===== src/hw/dkc_pkg.sv =====
// Package: channel bit layout, timing counts and states of the disk channel interface
package dkc_pkg;
   // ************************************************
   // Clock and timing
   // ************************************************
   localparam int CLK_MHZ = 25;
   localparam int FLAG_NS = 6200;
   localparam int MARK_NS = 60000;
   localparam int ONSEC_NS = 1000;
   localparam int FLAG_CYC = (FLAG_NS * CLK_MHZ) / 1000;
   localparam int MARK_CYC = (MARK_NS * CLK_MHZ) / 1000;
   localparam int ONSEC_CYC = (ONSEC_NS * CLK_MHZ) / 1000;
   localparam int TMR_W = 12;

   // ************************************************
   // Widths
   // ************************************************
   localparam int WORD_W = 16;
   localparam int UNITS = 8;
   localparam int BUS_W = 8;

   // ************************************************
   // Status word, vector index (channel bit 0 is index 15)
   // ************************************************
   localparam int ST_UNIT0 = 15;
   localparam int ST_FLAG = 7;
   localparam int ST_SMARK = 6;
   localparam int ST_IMARK = 5;
   localparam int ST_READY = 4;
   localparam int ST_SEEKERR = 3;
   localparam int ST_ONCYL = 2;
   localparam int ST_ONSEC = 1;
   localparam int ST_FAULT = 0;

   // ************************************************
   // Control word
   // ************************************************
   localparam int CT_BUS_LSB = 8;
   localparam int CT_RSTFLAG = 7;
   localparam int CT_HOLDSM = 6;
   localparam int CT_HOLDIM = 5;
   localparam int CT_WRITE = 4;
   localparam int CT_ZSEARCH = 3;
   localparam int CT_UNIT_LSB = 0;
   localparam int UNIT_W = 3;

   // ************************************************
   // Tag select word
   // ************************************************
   localparam int TG_SW1 = 7;
   localparam int TG_SW0 = 6;
   localparam int TG_HEAD = 3;
   localparam int TG_DIFF = 2;
   localparam int TG_CTRL = 1;
   localparam int TG_SECT = 0;
   localparam logic [1:0] SW_DISK = 2'h0;

   // ************************************************
   // Bus masks per tag
   // ************************************************
   localparam logic [7:0] MASK_ADDR = 8'h0f;
   localparam logic [7:0] MASK_FULL = 8'hff;
   localparam logic [7:0] MASK_CTRL = 8'h77;
   localparam logic [WORD_W-1:0] WORD_ZERO = 16'h0000;

   typedef enum logic [1:0] {
      DKC_IDLE = 2'b00,
      DKC_HUNT = 2'b01,
      DKC_READ = 2'b10,
      DKC_WRITE = 2'b11
   } dkc_state_t;
endpackage


===== src/hw/dkc_tmr_if.sv =====
// Interface: request and status lines between the channel logic and a hold timer
`timescale 1ns/1ps
interface dkc_tmr_if;
   logic start;
   logic clear;
   logic hold;
   logic busy;
   modport timer (input start, input clear, input hold, output busy);
   modport user (output start, output clear, output hold, input busy);
endinterface


===== src/hw/dkc_top.sv =====
// Disk unit channel interface: normal channel words to and from up to eight disk units
`timescale 1ns/1ps
module dkc_top #(
   parameter int FLAG_CYCLES = dkc_pkg::FLAG_CYC,
   parameter int MARK_CYCLES = dkc_pkg::MARK_CYC,
   parameter int ONSEC_CYCLES = dkc_pkg::ONSEC_CYC
) (
   input wire logic ref_clk_in,
   input wire logic rst_in,
   input wire logic [dkc_pkg::WORD_W-1:0] tag_select_word_in,
   input wire logic [dkc_pkg::WORD_W-1:0] drive_control_word_in,
   input wire logic [dkc_pkg::WORD_W-1:0] write_word_in,
   output logic [dkc_pkg::WORD_W-1:0] drive_status_word_out,
   output logic [dkc_pkg::WORD_W-1:0] read_word_out,
   output logic [dkc_pkg::UNIT_W-1:0] unit_select_out,
   output logic [dkc_pkg::BUS_W-1:0] addr_ctrl_bus_out,
   output logic head_tag_out,
   output logic sector_tag_out,
   output logic diff_tag_out,
   output logic ctrl_tag_out,
   output logic write_data_out,
   input wire logic [dkc_pkg::UNITS-1:0] unit_selected_in,
   input wire logic ready_in,
   input wire logic seek_error_in,
   input wire logic on_cylinder_in,
   input wire logic on_sector_in,
   input wire logic fault_in,
   input wire logic sector_mark_in,
   input wire logic index_mark_in,
   input wire logic read_data_in,
   input wire logic bit_clock_in
);
   import dkc_pkg::*;

   // ************************************************
   // Drive line synchronisers
   // ************************************************
   localparam int SY_W = UNITS + 9;
   localparam int SY_BCLK = 0;
   localparam int SY_RDAT = 1;
   localparam int SY_IMARK = 2;
   localparam int SY_SMARK = 3;
   localparam int SY_FAULT = 4;
   localparam int SY_ONSEC = 5;
   localparam int SY_ONCYL = 6;
   localparam int SY_SEEK = 7;
   localparam int SY_READY = 8;
   localparam int SY_UNIT = 9;

   wire [SY_W-1:0] drv_raw = {unit_selected_in, ready_in, seek_error_in, on_cylinder_in,
      on_sector_in, fault_in, sector_mark_in, index_mark_in, read_data_in, bit_clock_in};

   logic [SY_W-1:0] sync_a;
   logic [SY_W-1:0] sync_b;
   logic [SY_W-1:0] sync_c;

   // Third stage only feeds edge detection, never the first stage
   always_ff @(posedge ref_clk_in or posedge rst_in) begin
      if (rst_in) begin
         sync_a <= '0;
         sync_b <= '0;
         sync_c <= '0;
      end else begin
         sync_a <= drv_raw;
         sync_b <= sync_a;
         sync_c <= sync_b;
      end
   end

   wire bit_stb = sync_b[SY_BCLK] & ~sync_c[SY_BCLK];
   wire rd_bit = sync_b[SY_RDAT];
   wire smark_rise = sync_b[SY_SMARK] & ~sync_c[SY_SMARK];
   wire imark_rise = sync_b[SY_IMARK] & ~sync_c[SY_IMARK];
   wire onsec_rise = sync_b[SY_ONSEC] & ~sync_c[SY_ONSEC];

   // ************************************************
   // Channel switch and control decode
   // ************************************************
   wire [1:0] sw_code = {tag_select_word_in[TG_SW1], tag_select_word_in[TG_SW0]};
   wire chan_on = (sw_code == SW_DISK);
   wire [WORD_W-1:0] ctl = chan_on ? drive_control_word_in : WORD_ZERO;
   wire [WORD_W-1:0] tag = chan_on ? tag_select_word_in : WORD_ZERO;

   wire [BUS_W-1:0] bus_raw = ctl[CT_BUS_LSB +: BUS_W];
   wire rst_flag = ctl[CT_RSTFLAG];
   wire hold_sm = ctl[CT_HOLDSM];
   wire hold_im = ctl[CT_HOLDIM];
   wire write_mode = ctl[CT_WRITE];
   wire zsearch = ctl[CT_ZSEARCH];
   wire [UNIT_W-1:0] unit_code = ctl[CT_UNIT_LSB +: UNIT_W];

   // ************************************************
   // Tag line selection and bus masking
   // ************************************************
   // Several tags at once is a controller slip; the strongest one wins
   wire sel_ctrl = tag[TG_CTRL];
   wire sel_diff = tag[TG_DIFF] & ~sel_ctrl;
   wire sel_head = tag[TG_HEAD] & ~sel_ctrl & ~tag[TG_DIFF];
   wire sel_sect = tag[TG_SECT] & ~sel_ctrl & ~tag[TG_DIFF] & ~tag[TG_HEAD];

   wire [BUS_W-1:0] bus_mask = sel_ctrl ? MASK_CTRL :
      sel_diff ? MASK_FULL :
      (sel_head | sel_sect) ? MASK_ADDR : MASK_FULL;
   wire [BUS_W-1:0] bus_next = bus_raw & bus_mask;

   always_ff @(posedge ref_clk_in or posedge rst_in) begin
      if (rst_in) begin
         addr_ctrl_bus_out <= '0;
         unit_select_out <= '0;
         head_tag_out <= 1'b0;
         sector_tag_out <= 1'b0;
         diff_tag_out <= 1'b0;
         ctrl_tag_out <= 1'b0;
      end else begin
         addr_ctrl_bus_out <= bus_next;
         unit_select_out <= unit_code;
         head_tag_out <= sel_head;
         sector_tag_out <= sel_sect;
         diff_tag_out <= sel_diff;
         ctrl_tag_out <= sel_ctrl;
      end
   end

   // ************************************************
   // Serial word engine
   // ************************************************
   dkc_state_t state;
   dkc_state_t next_state;
   logic [WORD_W-1:0] shreg;
   logic [3:0] bit_cnt;

   wire last_bit = (bit_cnt == 4'hf);

   always_comb begin
      next_state = state;
      case (state)
         DKC_IDLE: begin
            if (write_mode) begin
               next_state = DKC_WRITE;
            end else if (zsearch) begin
               next_state = DKC_HUNT;
            end
         end
         DKC_HUNT: begin
            if (write_mode) begin
               next_state = DKC_WRITE;
            end else if (bit_stb && rd_bit) begin
               next_state = DKC_READ;
            end
         end
         DKC_READ: begin
            if (write_mode) begin
               next_state = DKC_WRITE;
            end else if (zsearch) begin
               next_state = DKC_HUNT;
            end
         end
         DKC_WRITE: begin
            if (!write_mode) begin
               next_state = DKC_IDLE;
            end
         end
         default: begin
            next_state = DKC_IDLE;
         end
      endcase
   end

   wire in_read = (state == DKC_READ);
   wire in_write = (state == DKC_WRITE);
   wire enter_write = ~in_write & (next_state == DKC_WRITE);
   wire rd_done = in_read & ~zsearch & ~write_mode & bit_stb & last_bit;
   wire wr_done = in_write & write_mode & bit_stb & last_bit;
   wire [WORD_W-1:0] rd_assembled = {shreg[WORD_W-2:0], rd_bit};
   wire word_done = rd_done | wr_done | enter_write;

   always_ff @(posedge ref_clk_in or posedge rst_in) begin
      if (rst_in) begin
         state <= DKC_IDLE;
      end else begin
         state <= next_state;
      end
   end

   // Shift register: loads complement on write, fills MSB first on read
   always_ff @(posedge ref_clk_in or posedge rst_in) begin
      if (rst_in) begin
         shreg <= '0;
         bit_cnt <= '0;
      end else if (enter_write || wr_done) begin
         shreg <= ~write_word_in;
         bit_cnt <= '0;
      end else if (in_write && bit_stb) begin
         shreg <= {shreg[WORD_W-2:0], 1'b0};
         bit_cnt <= bit_cnt + 4'h1;
      end else if (in_read && bit_stb) begin
         shreg <= rd_assembled;
         bit_cnt <= bit_cnt + 4'h1;
      end else if (!in_read && !in_write) begin
         bit_cnt <= '0;
      end
   end

   always_ff @(posedge ref_clk_in or posedge rst_in) begin
      if (rst_in) begin
         read_word_out <= '0;
         write_data_out <= 1'b0;
      end else begin
         if (rd_done) begin
            read_word_out <= rd_assembled;
         end
         write_data_out <= in_write & shreg[WORD_W-1];
      end
   end

   // ************************************************
   // Flag, mark and on-sector timers
   // ************************************************
   dkc_tmr_if flag_if ();
   dkc_tmr_if smark_if ();
   dkc_tmr_if imark_if ();
   dkc_tmr_if onsec_if ();

   assign flag_if.start = word_done;
   assign flag_if.clear = rst_flag;
   assign flag_if.hold = 1'b0;
   assign smark_if.start = smark_rise;
   assign smark_if.clear = 1'b0;
   assign smark_if.hold = hold_sm;
   assign imark_if.start = imark_rise;
   assign imark_if.clear = 1'b0;
   assign imark_if.hold = hold_im;
   assign onsec_if.start = onsec_rise;
   assign onsec_if.clear = 1'b0;
   assign onsec_if.hold = 1'b0;

   dkc_timer #(.CYCLES(FLAG_CYCLES)) u_flag_tmr (
      .ref_clk_in(ref_clk_in),
      .rst_in(rst_in),
      .tmr(flag_if.timer)
   );

   dkc_timer #(.CYCLES(MARK_CYCLES)) u_smark_tmr (
      .ref_clk_in(ref_clk_in),
      .rst_in(rst_in),
      .tmr(smark_if.timer)
   );

   dkc_timer #(.CYCLES(MARK_CYCLES)) u_imark_tmr (
      .ref_clk_in(ref_clk_in),
      .rst_in(rst_in),
      .tmr(imark_if.timer)
   );

   dkc_timer #(.CYCLES(ONSEC_CYCLES)) u_onsec_tmr (
      .ref_clk_in(ref_clk_in),
      .rst_in(rst_in),
      .tmr(onsec_if.timer)
   );

   // ************************************************
   // Status word assembly
   // ************************************************
   logic [WORD_W-1:0] status_next;

   genvar gi;
   generate
      for (gi = 0; gi < UNITS; gi++) begin : g_unit
         assign status_next[ST_UNIT0 - gi] = sync_b[SY_UNIT + gi];
      end
   endgenerate

   assign status_next[ST_FLAG] = flag_if.busy;
   assign status_next[ST_SMARK] = smark_if.busy;
   assign status_next[ST_IMARK] = imark_if.busy;
   assign status_next[ST_READY] = sync_b[SY_READY];
   assign status_next[ST_SEEKERR] = sync_b[SY_SEEK];
   assign status_next[ST_ONCYL] = sync_b[SY_ONCYL];
   assign status_next[ST_ONSEC] = onsec_if.busy;
   assign status_next[ST_FAULT] = sync_b[SY_FAULT];

   // Status reads zero whenever another device owns the switched channels
   always_ff @(posedge ref_clk_in or posedge rst_in) begin
      if (rst_in) begin
         drive_status_word_out <= '0;
      end else begin
         drive_status_word_out <= chan_on ? status_next : WORD_ZERO;
      end
   end
endmodule


===== src/hw/dkc_timer.sv =====
// Retriggerable hold timer: busy for a fixed number of cycles after start
`timescale 1ns/1ps
module dkc_timer #(
   parameter int CYCLES = 155
) (
   input wire logic ref_clk_in,
   input wire logic rst_in,
   dkc_tmr_if.timer tmr
);
   import dkc_pkg::*;

   localparam logic [TMR_W-1:0] LAST = TMR_W'(CYCLES - 1);

   logic [TMR_W-1:0] cnt;
   logic busy;
   wire expired = (cnt == '0);

   assign tmr.busy = busy;

   // Start beats clear so an event in the clearing cycle survives
   always_ff @(posedge ref_clk_in or posedge rst_in) begin
      if (rst_in) begin
         cnt <= '0;
         busy <= 1'b0;
      end else if (tmr.start) begin
         cnt <= LAST;
         busy <= 1'b1;
      end else if (busy && tmr.clear) begin
         busy <= 1'b0;
      end else if (busy && expired) begin
         busy <= tmr.hold;
      end else if (busy) begin
         cnt <= cnt - TMR_W'(1);
      end
   end
endmodule


===== config.mk =====
export PLATFORM = sky130hd
export DESIGN_NAME = dkc_top
export DESIGN_NICKNAME = d
export VERILOG_FILES = /design/src/hw/dkc_pkg.sv /design/src/hw/dkc_tmr_if.sv /design/src/hw/dkc_top.sv /design/src/hw/dkc_timer.sv
export SDC_FILE = /design/constraint.sdc
export NUM_CORES = 1
export LEC_CHECK = 0
export BUFFER_PORTS_ARGS = -buffer_cell sky130_fd_sc_hd__buf_2
export CAP_MARGIN = 20
export CELL_PAD_IN_SITES_DETAIL_PLACEMENT = 0
export CELL_PAD_IN_SITES_GLOBAL_PLACEMENT = 2
export CORE_AREA = 2 2 143 145
export CTS_BUF_LIST = sky130_fd_sc_hd__clkbuf_8
export CTS_CLUSTER_SIZE = 14
export DETAILED_ROUTE_END_ITERATION = 10
export DIE_AREA = 0 0 145 147
export PLACE_DENSITY = 0.75
export SETUP_SLACK_MARGIN = 0.1
export SLEW_MARGIN = 5
export SYNTH_ARGS = -nofsm -noshare
export SYNTH_HDL_FRONTEND = slang
export SYNTH_HIERARCHICAL = 1
export SYNTH_SLANG_ARGS = --single-unit

===== constraint.sdc =====
create_clock -name ref_clk_in -period 4.2 [get_ports ref_clk_in]
set_input_delay 0.63 -clock ref_clk_in [delete_from_list [all_inputs] [get_ports ref_clk_in]]
set_output_delay 0.63 -clock ref_clk_in [all_outputs]
set_load 0.01 [all_outputs]

; Yosys cells after proc, flatten, opt, wreduce, memory -nomap -nowiden
; Index checks and enable logic that the tools add are counted.
[totals]
register_bits = 162
romBits = 0
inputBits = 67
n_memories = 0
ramBits = 0
output_inout_bits = 48
word_cells = 146
latchBits = 0
[op_classes]
reduce_logical = 33
div_mod_pow = 0
shift = 0
n_addsub = 5
bitwise_logic = 34
eq_ne = 10
n_mul = 0
n_mux = 41
n_lt_le_gt_ge = 0
[op_table]
columns = cell, n
row1 = 12-bit two-way mux, 13
row2 = 16-bit two-way mux, 5
row3 = 12-bit logical NOT, 4
row4 = 12-bit by 1-bit subtractor with 12-bit output (second input constant), 4
row5 = 8-bit two-way mux, 3
row6 = 4-bit two-way mux, 5
row7 = 1-bit AND, 19
row8 = 16-bit inverter, 1
row9 = 2-bit nonzero test, 7
row10 = 2-bit two-way mux, 5
row11 = 2-bit inequality test (second input constant), 5
row12 = 1-bit inverter, 10
row13 = 1-bit logical AND, 9
row14 = 1-bit two-way mux, 9
row15 = 8-bit AND, 1
row16 = 2-bit == test (second input constant), 3
row17 = 2-bit case mux with 3 select lines, 1
row18 = 2-bit AND reduction, 3
row19 = 3-bit nonzero test, 2
row20 = 4-bit by 1-bit adder with 4-bit output (second input constant), 1
row21 = 4-bit == test (second input constant), 1
row22 = 2-bit logical NOT, 2
row23 = 4-bit nonzero test, 1
row24 = 1-bit OR, 3
row25 = other kinds (5), 6

; Longest topological paths before layout
; Gate-level depths: netlist of the first run.
[depth]
ltp_word = 11
ltp_mapped = 8
mapped_depth_nobuf = 8

; By module
; The synthesis of the first run kept the hierarchy.
[modules_own_cells]
columns = module, n_inst, seq_area_each_um2, area_per_inst_um2, cells_each
row1 = dkc_top, 1, 2702.6, 3801.1, 247
row2 = dkc_timer at u_imark_tmr ..., 2, 325.3, 755.7, 75
row3 = dkc_timer at u_onsec_tmr, 1, 325.3, 767.0, 82
row4 = dkc_timer at u_flag_tmr, 1, 325.3, 763.2, 75

; Worst setup path after synthesis of the first run
; Ideal clock, no wire load.
[synth_timing]
kind = input -> register
start = in tag_select_word_in[7] in the netlist's numbering
end = reg u_flag_tmr.cnt[8]
setup_time_ns = 0.125
t_arrival_ns = 2.186
path_buffers = 2
path_stages = 8
setup_slack_ns = 1.889
path_cell_list = nor2_1 -> clkbuf_1 -> clkbuf_1 -> and2_1 -> nor4b_4 -> nand2_1 -> nor4_1 -> mux2_2
[synth_via]
word_cells_on_any_way = 26
[synth_rtl]
columns = item, line_no
row1 = start: declaration, dkc_top.sv:10  ; input wire logic [dkc_pkg::WORD_W-1:0] tag_select_word_in,
row2 = 2-bit logical NOT, dkc_top.sv:80  ; wire chan_on = (sw_code == SW_DISK);
row3 = 16-bit two-way mux, dkc_top.sv:81  ; wire [WORD_W-1:0] ctl = chan_on ? drive_control_word_in : WORD_ZERO;
row4 = via ctl[7], dkc_top.sv:81
row5 = 1-bit logical AND, dkc_timer.sv:28  ; end else if (busy && tmr.clear) begin
row6 = 2-bit inequality test (no source line), -
row7 = 3-bit AND reduction (no source line), -
row8 = end signal: assignment, dkc_timer.sv:33  ; cnt <= cnt - TMR_W'(1);
row9 = end: declaration, dkc_timer.sv:14  ; logic [TMR_W-1:0] cnt;
; The timed path passes the listed nets, and every way through them passes these cells.
; A chain may end at the register's enable or synchronous reset.

; Final worst setup path of the first run
[layout_timing]
start = reg bit_cnt[0]
end = reg u_flag_tmr.cnt[10]
[layout_via]
elab_chain_cells = 6
word_cells_on_any_way = 10
[layout_rtl]
columns = item, line_no
row1 = start: declaration, dkc_top.sv:130  ; logic [3:0] bit_cnt;
row2 = start signal: assignment, dkc_top.sv:195  ; bit_cnt <= bit_cnt + 4'h1;
row3 = start signal: assignment, dkc_top.sv:198  ; bit_cnt <= bit_cnt + 4'h1;
row4 = 4-bit == test *, dkc_top.sv:132  ; wire last_bit = (bit_cnt == 4'hf);
row5 = "1-bit AND, on equally long branches", "dkc_top.sv:172, dkc_top.sv:173"
row6 = 1-bit OR * (2 in a row), dkc_top.sv:175  ; wire word_done = rd_done | wr_done | enter_write;
row7 = via flag_if.start, dkc_tmr_if.sv:4  ; logic start;
row8 = 2-bit inequality test (no source line) / 2-bit nonzero test (equally long branches), -
row9 = 3-bit AND reduction (no source line), -
; The timed path passes the listed nets; every way through them passes the cells marked *.

==> impl_metrics.env, run 1 <==
export IMPL_rsz0062_at_grt="no"
export IMPL_drv_cap=0
export IMPL_relSlewSlack=0.269
export IMPL_synth_edf_count=0
export IMPL_synthTopCellsByArea="dfrtp_1 (59%), mux2i_1 (3.8%), and2_1 (2.6%), mux2_4 (2.0%), mux2_2 (2.0%)"
export IMPL_ant_nets=0
export IMPL_post_cts_setup_buffers=0
export IMPL_clkSlewWorstSetupHoldPaths_ps=90
export IMPL_cts_root_buffer="clkbuf_8"
export IMPL_area_delta_synth_final_pct=18.7
export IMPL_drc=0
export IMPL_setup_worst_path_start_class="flop"
export IMPL_syn_area_sq_um=6840
export IMPL_cts_tree="built"
export IMPL_cp_top_family="simple AND/OR/NAND/NOR gates"
export IMPL_cp_max_fo=17
export IMPL_yosysSeqAreaShare=0.585
export IMPL_hp_class="in2async"
export IMPL_post_place_ws_ps=1560
export IMPL_setup_tns_final_ps=0
export IMPL_synth_top_cell_by_area="dfrtp_1"
export IMPL_yosys_area_top_type_share=0.585
export IMPL_max_freq_mhz=420
export IMPL_wl_per_cell_um=15.0
export IMPL_grt_max_degree=85
export IMPL_grt_use_total=0.144
export IMPL_drive_gt1_frac=0.277
export IMPL_vias_per_cell=4.78
export IMPL_worstSetupEndpointType="flop"
export IMPL_ys_seq_elements=160
export IMPL_numCtsBuffers=17
export IMPL_yosysWarnings=6
export IMPL_post_route_period_util=0.567
export IMPL_final_cells=968
export IMPL_worst_slew_pin_slew_ps=1090
export IMPL_ys_types=72
export IMPL_fin_skew_ps=12.0
export IMPL_fin_util=0.409
export IMPL_clk_latency_ps=460
export IMPL_maxSlewViolCount=0
export IMPL_crit_path_cell_trace="ha_1, nand3_2, and2b_2, o21ai_2, buf_4, nand2b_2, or3_1, o41ai_1"
export IMPL_antenna_found_initial=4
export IMPL_detail_route_first_pass_iterations=4
export IMPL_final_common_cell="dfrtp_1"
export IMPL_htree_levels=4
export IMPL_core_area_sq_um=19800
export IMPL_fin_ws_ps=1820
export IMPL_critical_path_buf_inv_count=1
export IMPL_gp_congestion=0.723
export IMPL_start_util=0.345
export IMPL_grt_pass1_wl_mm=24.3
export IMPL_p_leak_uw=0.00386
export IMPL_run_status="finished, final reports clean"
export IMPL_arrival_ps=2730
export IMPL_dp_hpwl_mm=10.2
export IMPL_vias=4624
export IMPL_die_w_um=145
export IMPL_peakVddDrop_v=0.000240
export IMPL_hold_viol=0
export IMPL_row_count=52
export IMPL_cts_sinks=160
export IMPL_syn_mean_instance_area_sq_um=12.4
export IMPL_cts_resized=0
export IMPL_fin_crit_ps=2380
export IMPL_cp_slowest_cell="dfrtp_1"
export IMPL_first_global_vias=4819
export IMPL_p_total_uw=3430
export IMPL_slowest_delay_ps=410
export IMPL_ff2ff_setup_slack_ps=1820
export IMPL_die_y_um=147
export IMPL_cts_hold_buf=0
export IMPL_die_area_sq_um=21300
export IMPL_power_density_nw_per_um2=422
export IMPL_grt_overflow_total=0
export IMPL_cts_buffer_depth=2
export IMPL_io_pins=115
export IMPL_ys_flop_type="dfrtp_1"
export IMPL_most_common_layout_cells="dfrtp_1 (160), buf_2 (104), nor2_1 (31), and2_1 (28), mux2i_1 (26)"
export IMPL_worstSetupPathType="reg2reg"
export IMPL_synthCells=554
export IMPL_wl_mm=14.5
export IMPL_placed_cells_incl_taps=930
export IMPL_drt_iter0_drc=171
export IMPL_setup_viol=0
export IMPL_portBuffers=104
export IMPL_synthArstFlopShare=1.00
export IMPL_cp_required_ps=4550
export IMPL_fin_nets=757
-- stage by stage --
step | hold slack (ps) | instance area (sq um)
detailed placement | 336 | 7690
finish | 147 | 8120
CTS | 233 | 8070
global placement | 331 | 7690
floorplan | 331 | 6890
global route | 140 | 8110
-- state kept, by name, summed over array words and instances (netlist names), 2 cells and up --
name	count
u_onsec_tmr/cnt	12
read_word_out	16
state	2
sync_c	4
drive_status_word_out	16
u_imark_tmr/cnt	12
unit_select_out	3
sync_b	17
u_flag_tmr/cnt	12
addr_ctrl_bus_out	8
bit_cnt	4
sync_a	17
u_smark_tmr/cnt	12
shreg	16
-- cells by family (layout without fill, tap and decap cells) --
group,count (synthesis),in the layout,synth area share
simple gates,202,202,0.195
flops,160,160,0.585
compound gates,95,95,0.0956
mux,47,47,0.0775
buf+inv,37,165,0.0258
fa+ha+maj,9,9,0.0165
xor+xnor,3,3,0.00384
other cells,1,17,0.000548
-- metal layers --
metal	wire length, um	GRT usage	vias to the layer above
met5	11	0	-
met4	194	0.0446	2
met3	771	0.0540	18
met2	6770	0.230	74
met1	6740	0.183	2283
li1	-	-	2247
-- final timing paths --
path	end	start	cells past startpoint
max	u_flag_tmr/cnt[10]	bit_cnt[0]	8
min	sync_b[8]	rst_in	2
max reg2reg	u_flag_tmr/cnt[10]	bit_cnt[0]	8
min reg2reg	sync_b[3]	sync_a[3]	0
max in group asynchronous	read_word_out[10]	rst_in	4
min in group ref_clk_in	sync_a[0]	bit_clock_in	1
-- worst register-to-register path: stages, from the launching register on --
cell and delay [ps]:
dfrtp_1 410, ha_1 240, nand3_2 110, and2b_2 230
o21ai_2 100, buf_4 270, nand2b_2 250, or3_1 400
o41ai_1 260
-- cell type report --
| type | count | area [sq um] |
|---|---|---|
| antenna | 4 | 10.0 |
| clock buffer | 18 | 248 |
| clock inverter | 14 | 131 |
| fill | 1916 | 11700 |
| inverter | 22 | 85.1 |
| multi-input combinational | 369 | 2710 |
| sequential | 160 | 4000 |
| tap | 270 | 338 |
| timing repair buffer | 111 | 593 |
-- power by group --
group	internal (uW)	switching, uW	total [uW]
combinational	226	260	486
clock	493	602	1100
sequential	1700	146	1850
total	2420	1010	3430
-- cell usage after synthesis, drive strengths merged (13+ instances only) --
master  instances
mux2           21
inv            22
dfrtp         160
nor2           32
or3            20
mux2i          26
nor4           13
o21ai          25
nor2b          19
nand2          16
and2           28
a21oi          23
(Power assumes the default switching activity.)
==> run 2: changes to the inputs <==
Clock period 4.2 ns to 2.3 ns, I/O delays scaled along.
==> impl_metrics.env, run 2 (same netlist as run 1, synthesis figures left out) <==
export IMPL_run_status="finished, final reports clean"
export IMPL_seq_area_sq_um=4010
export IMPL_post_route_period_util=0.916
export IMPL_peakVddDrop_v=0.000399
export IMPL_setup_viol=0
export IMPL_vias=4796
export IMPL_pwr_share_comb=0.153
export IMPL_die_y_um=147
export IMPL_hp_class="in2reg"
export IMPL_row_count=52
export IMPL_cp_required_ps=2670
export IMPL_most_common_layout_cells="dfrtp_1 (159), buf_2 (104), nor2_1 (31), and2_1 (28), mux2i_1 (26)"
export IMPL_cts_buffer_depth=2
export IMPL_cp_top_family="simple AND/OR/NAND/NOR gates"
export IMPL_worstSetupPathType="reg2reg"
export IMPL_clk_latency_ps=440
export IMPL_gp_congestion=0.777
export IMPL_fill_cells=1884
export IMPL_fin_crit_ps=2110
export IMPL_drt_iter0_drc=270
export IMPL_grt_use_total=0.147
export IMPL_numCtsBuffers=17
export IMPL_rsz0062_at_grt="no"
export IMPL_vias_per_cell=4.82
export IMPL_pwr_share_clk=0.309
export IMPL_fin_nets=787
export IMPL_relSlewSlack=0.587
export IMPL_antenna_found_initial=0
export IMPL_power_density_nw_per_um2=749
export IMPL_setup_worst_path_start_class="flop"
export IMPL_cp_slowest_cell="or4_4"
export IMPL_critical_path_buf_inv_count=0
export IMPL_switchingPower_uw=1850
export IMPL_arrival_ps=2480
export IMPL_cts_sinks=160
export IMPL_met3_length_um=807
export IMPL_crit_path_cell_trace="or4_4, a2111oi_4, or4b_1, a21oi_1"
export IMPL_worstSetupEndpointType="flop"
export IMPL_portBuffers=104
export IMPL_detail_route_first_pass_iterations=4
export IMPL_die_w_um=145
export IMPL_drc=0
export IMPL_grt_max_degree=54
export IMPL_fin_util=0.423
export IMPL_fin_skew_ps=12.5
export IMPL_intPower_uw=4440
export IMPL_die_area_sq_um=21300
export IMPL_final_common_cell="dfrtp_1"
export IMPL_fin_ws_ps=192
export IMPL_io_pins=115
export IMPL_setup_tns_final_ps=0
export IMPL_maxSlewViolCount=0
export IMPL_grt_pass1_wl_mm=25.3
export IMPL_p_sw_frac=0.294
export IMPL_power_frac_seq=0.538
export IMPL_post_place_ws_ps=177
export IMPL_wl_met1_mm=6.54
export IMPL_cts_tree="built"
export IMPL_cp_max_fo=6
export IMPL_htree_levels=4
export IMPL_top_regs="sync_a (17), sync_b (17)"
export IMPL_drv_cap=0
export IMPL_worst_slew_pin_slew_ps=614
export IMPL_p_total_uw=6280
export IMPL_fin_hold_ws_ps=70.9
export IMPL_diodes=0
export IMPL_wl_mm=14.8
export IMPL_ant_nets=0
export IMPL_wl_per_cell_um=14.8
export IMPL_slowest_delay_ps=590
export IMPL_core_area_sq_um=19800
export IMPL_max_freq_mhz=474
export IMPL_multi_input_area_sq_um=2720
export IMPL_met2_length_mm=7.27
export IMPL_start_util=0.345
export IMPL_area_delta_synth_final_pct=22.5
export IMPL_drive_gt1_frac=0.287
export IMPL_cts_root_buffer="clkbuf_8"
export IMPL_top_layer_used="met4"
export IMPL_hold_viol=0
export IMPL_ff2ff_setup_slack_ps=190
export IMPL_dp_hpwl_mm=10.8
export IMPL_clkSlewWorstSetupHoldPaths_ps=90
export IMPL_grt_overflow_total=0
export IMPL_first_global_vias=5111
export IMPL_p_leak_uw=0.00400
==> run 2: changes by cell type in the layout (fill, tap and decap cells not counted), moves of 3 or more <==
cell / change
dlygate4sd3_1: +18
inv_8: -3
diode_2: -4
inv_6: +3
clkinv_4: +3
buf_4: +11
clkinv_2: +3
==> run 2: worst register-to-register path, delay by kind of cell (launching register included) <==
family | cells | cell delay, ps
flops | 1 | 440
simple gates | 2 | 1070
compound gates | 2 | 530
==> run 2: cell type report <==
type	instances	area share
timing repair buffer	141	0.104
multi-input combinational	369	0.324
inverter	22	0.0103
tap	270	0.0403
clock inverter	15	0.0161
clock buffer	17	0.0279
sequential	160	0.478
==> run 2: final timing paths <==
check                                        start                        to  depth (start not counted)
worst min-delay path              write_word_in[7]                  shreg[7]                          2
worst max-delay path            u_onsec_tmr/cnt[4]       u_onsec_tmr/cnt[10]                          4
worst min register to register          sync_a[15]                sync_b[15]                          0
worst max register to register  u_onsec_tmr/cnt[4]       u_onsec_tmr/cnt[10]                          4
min in group asynchronous                   rst_in                sync_a[14]                          3
max in group asynchronous                   rst_in  drive_status_word_out[8]                          4
==> run 2: per-layer routing <==
layer / vias up / global-route usage
met4: 0 / 0.0332
met2: 113 / 0.246
met5: - / 0
met3: 13 / 0.0447
li1: 2304 / -
met1: 2366 / 0.189
==> run 2: stage by stage <==
stage	instances	instance area (sq um)
floorplan	566	6890
global placement	943	7820
detailed placement	943	7820
CTS	992	8360
global route	994	8380
finish	994	8380
==> run 2: what timing repair did <==
action | in CTS | in global routing
hold buffers | 17 | 1
endpoints found under the hold margin | 52 | 1
setup endpoints to repair | 0 | 2
setup buffers | 0 | 1
gates resized for setup | 0 | 2
==> run 2: power by group through the flow <==
stage                     clock [uW]  sequential, uW  combinational [uW]
after floorplan                    0            3360                 693
after global placement             0            3420                 904
after detailed placement           0            3430                 941
after CTS                       2030            3380                 966
after global routing            2170            3430                1100
final                           1940            3380                 960
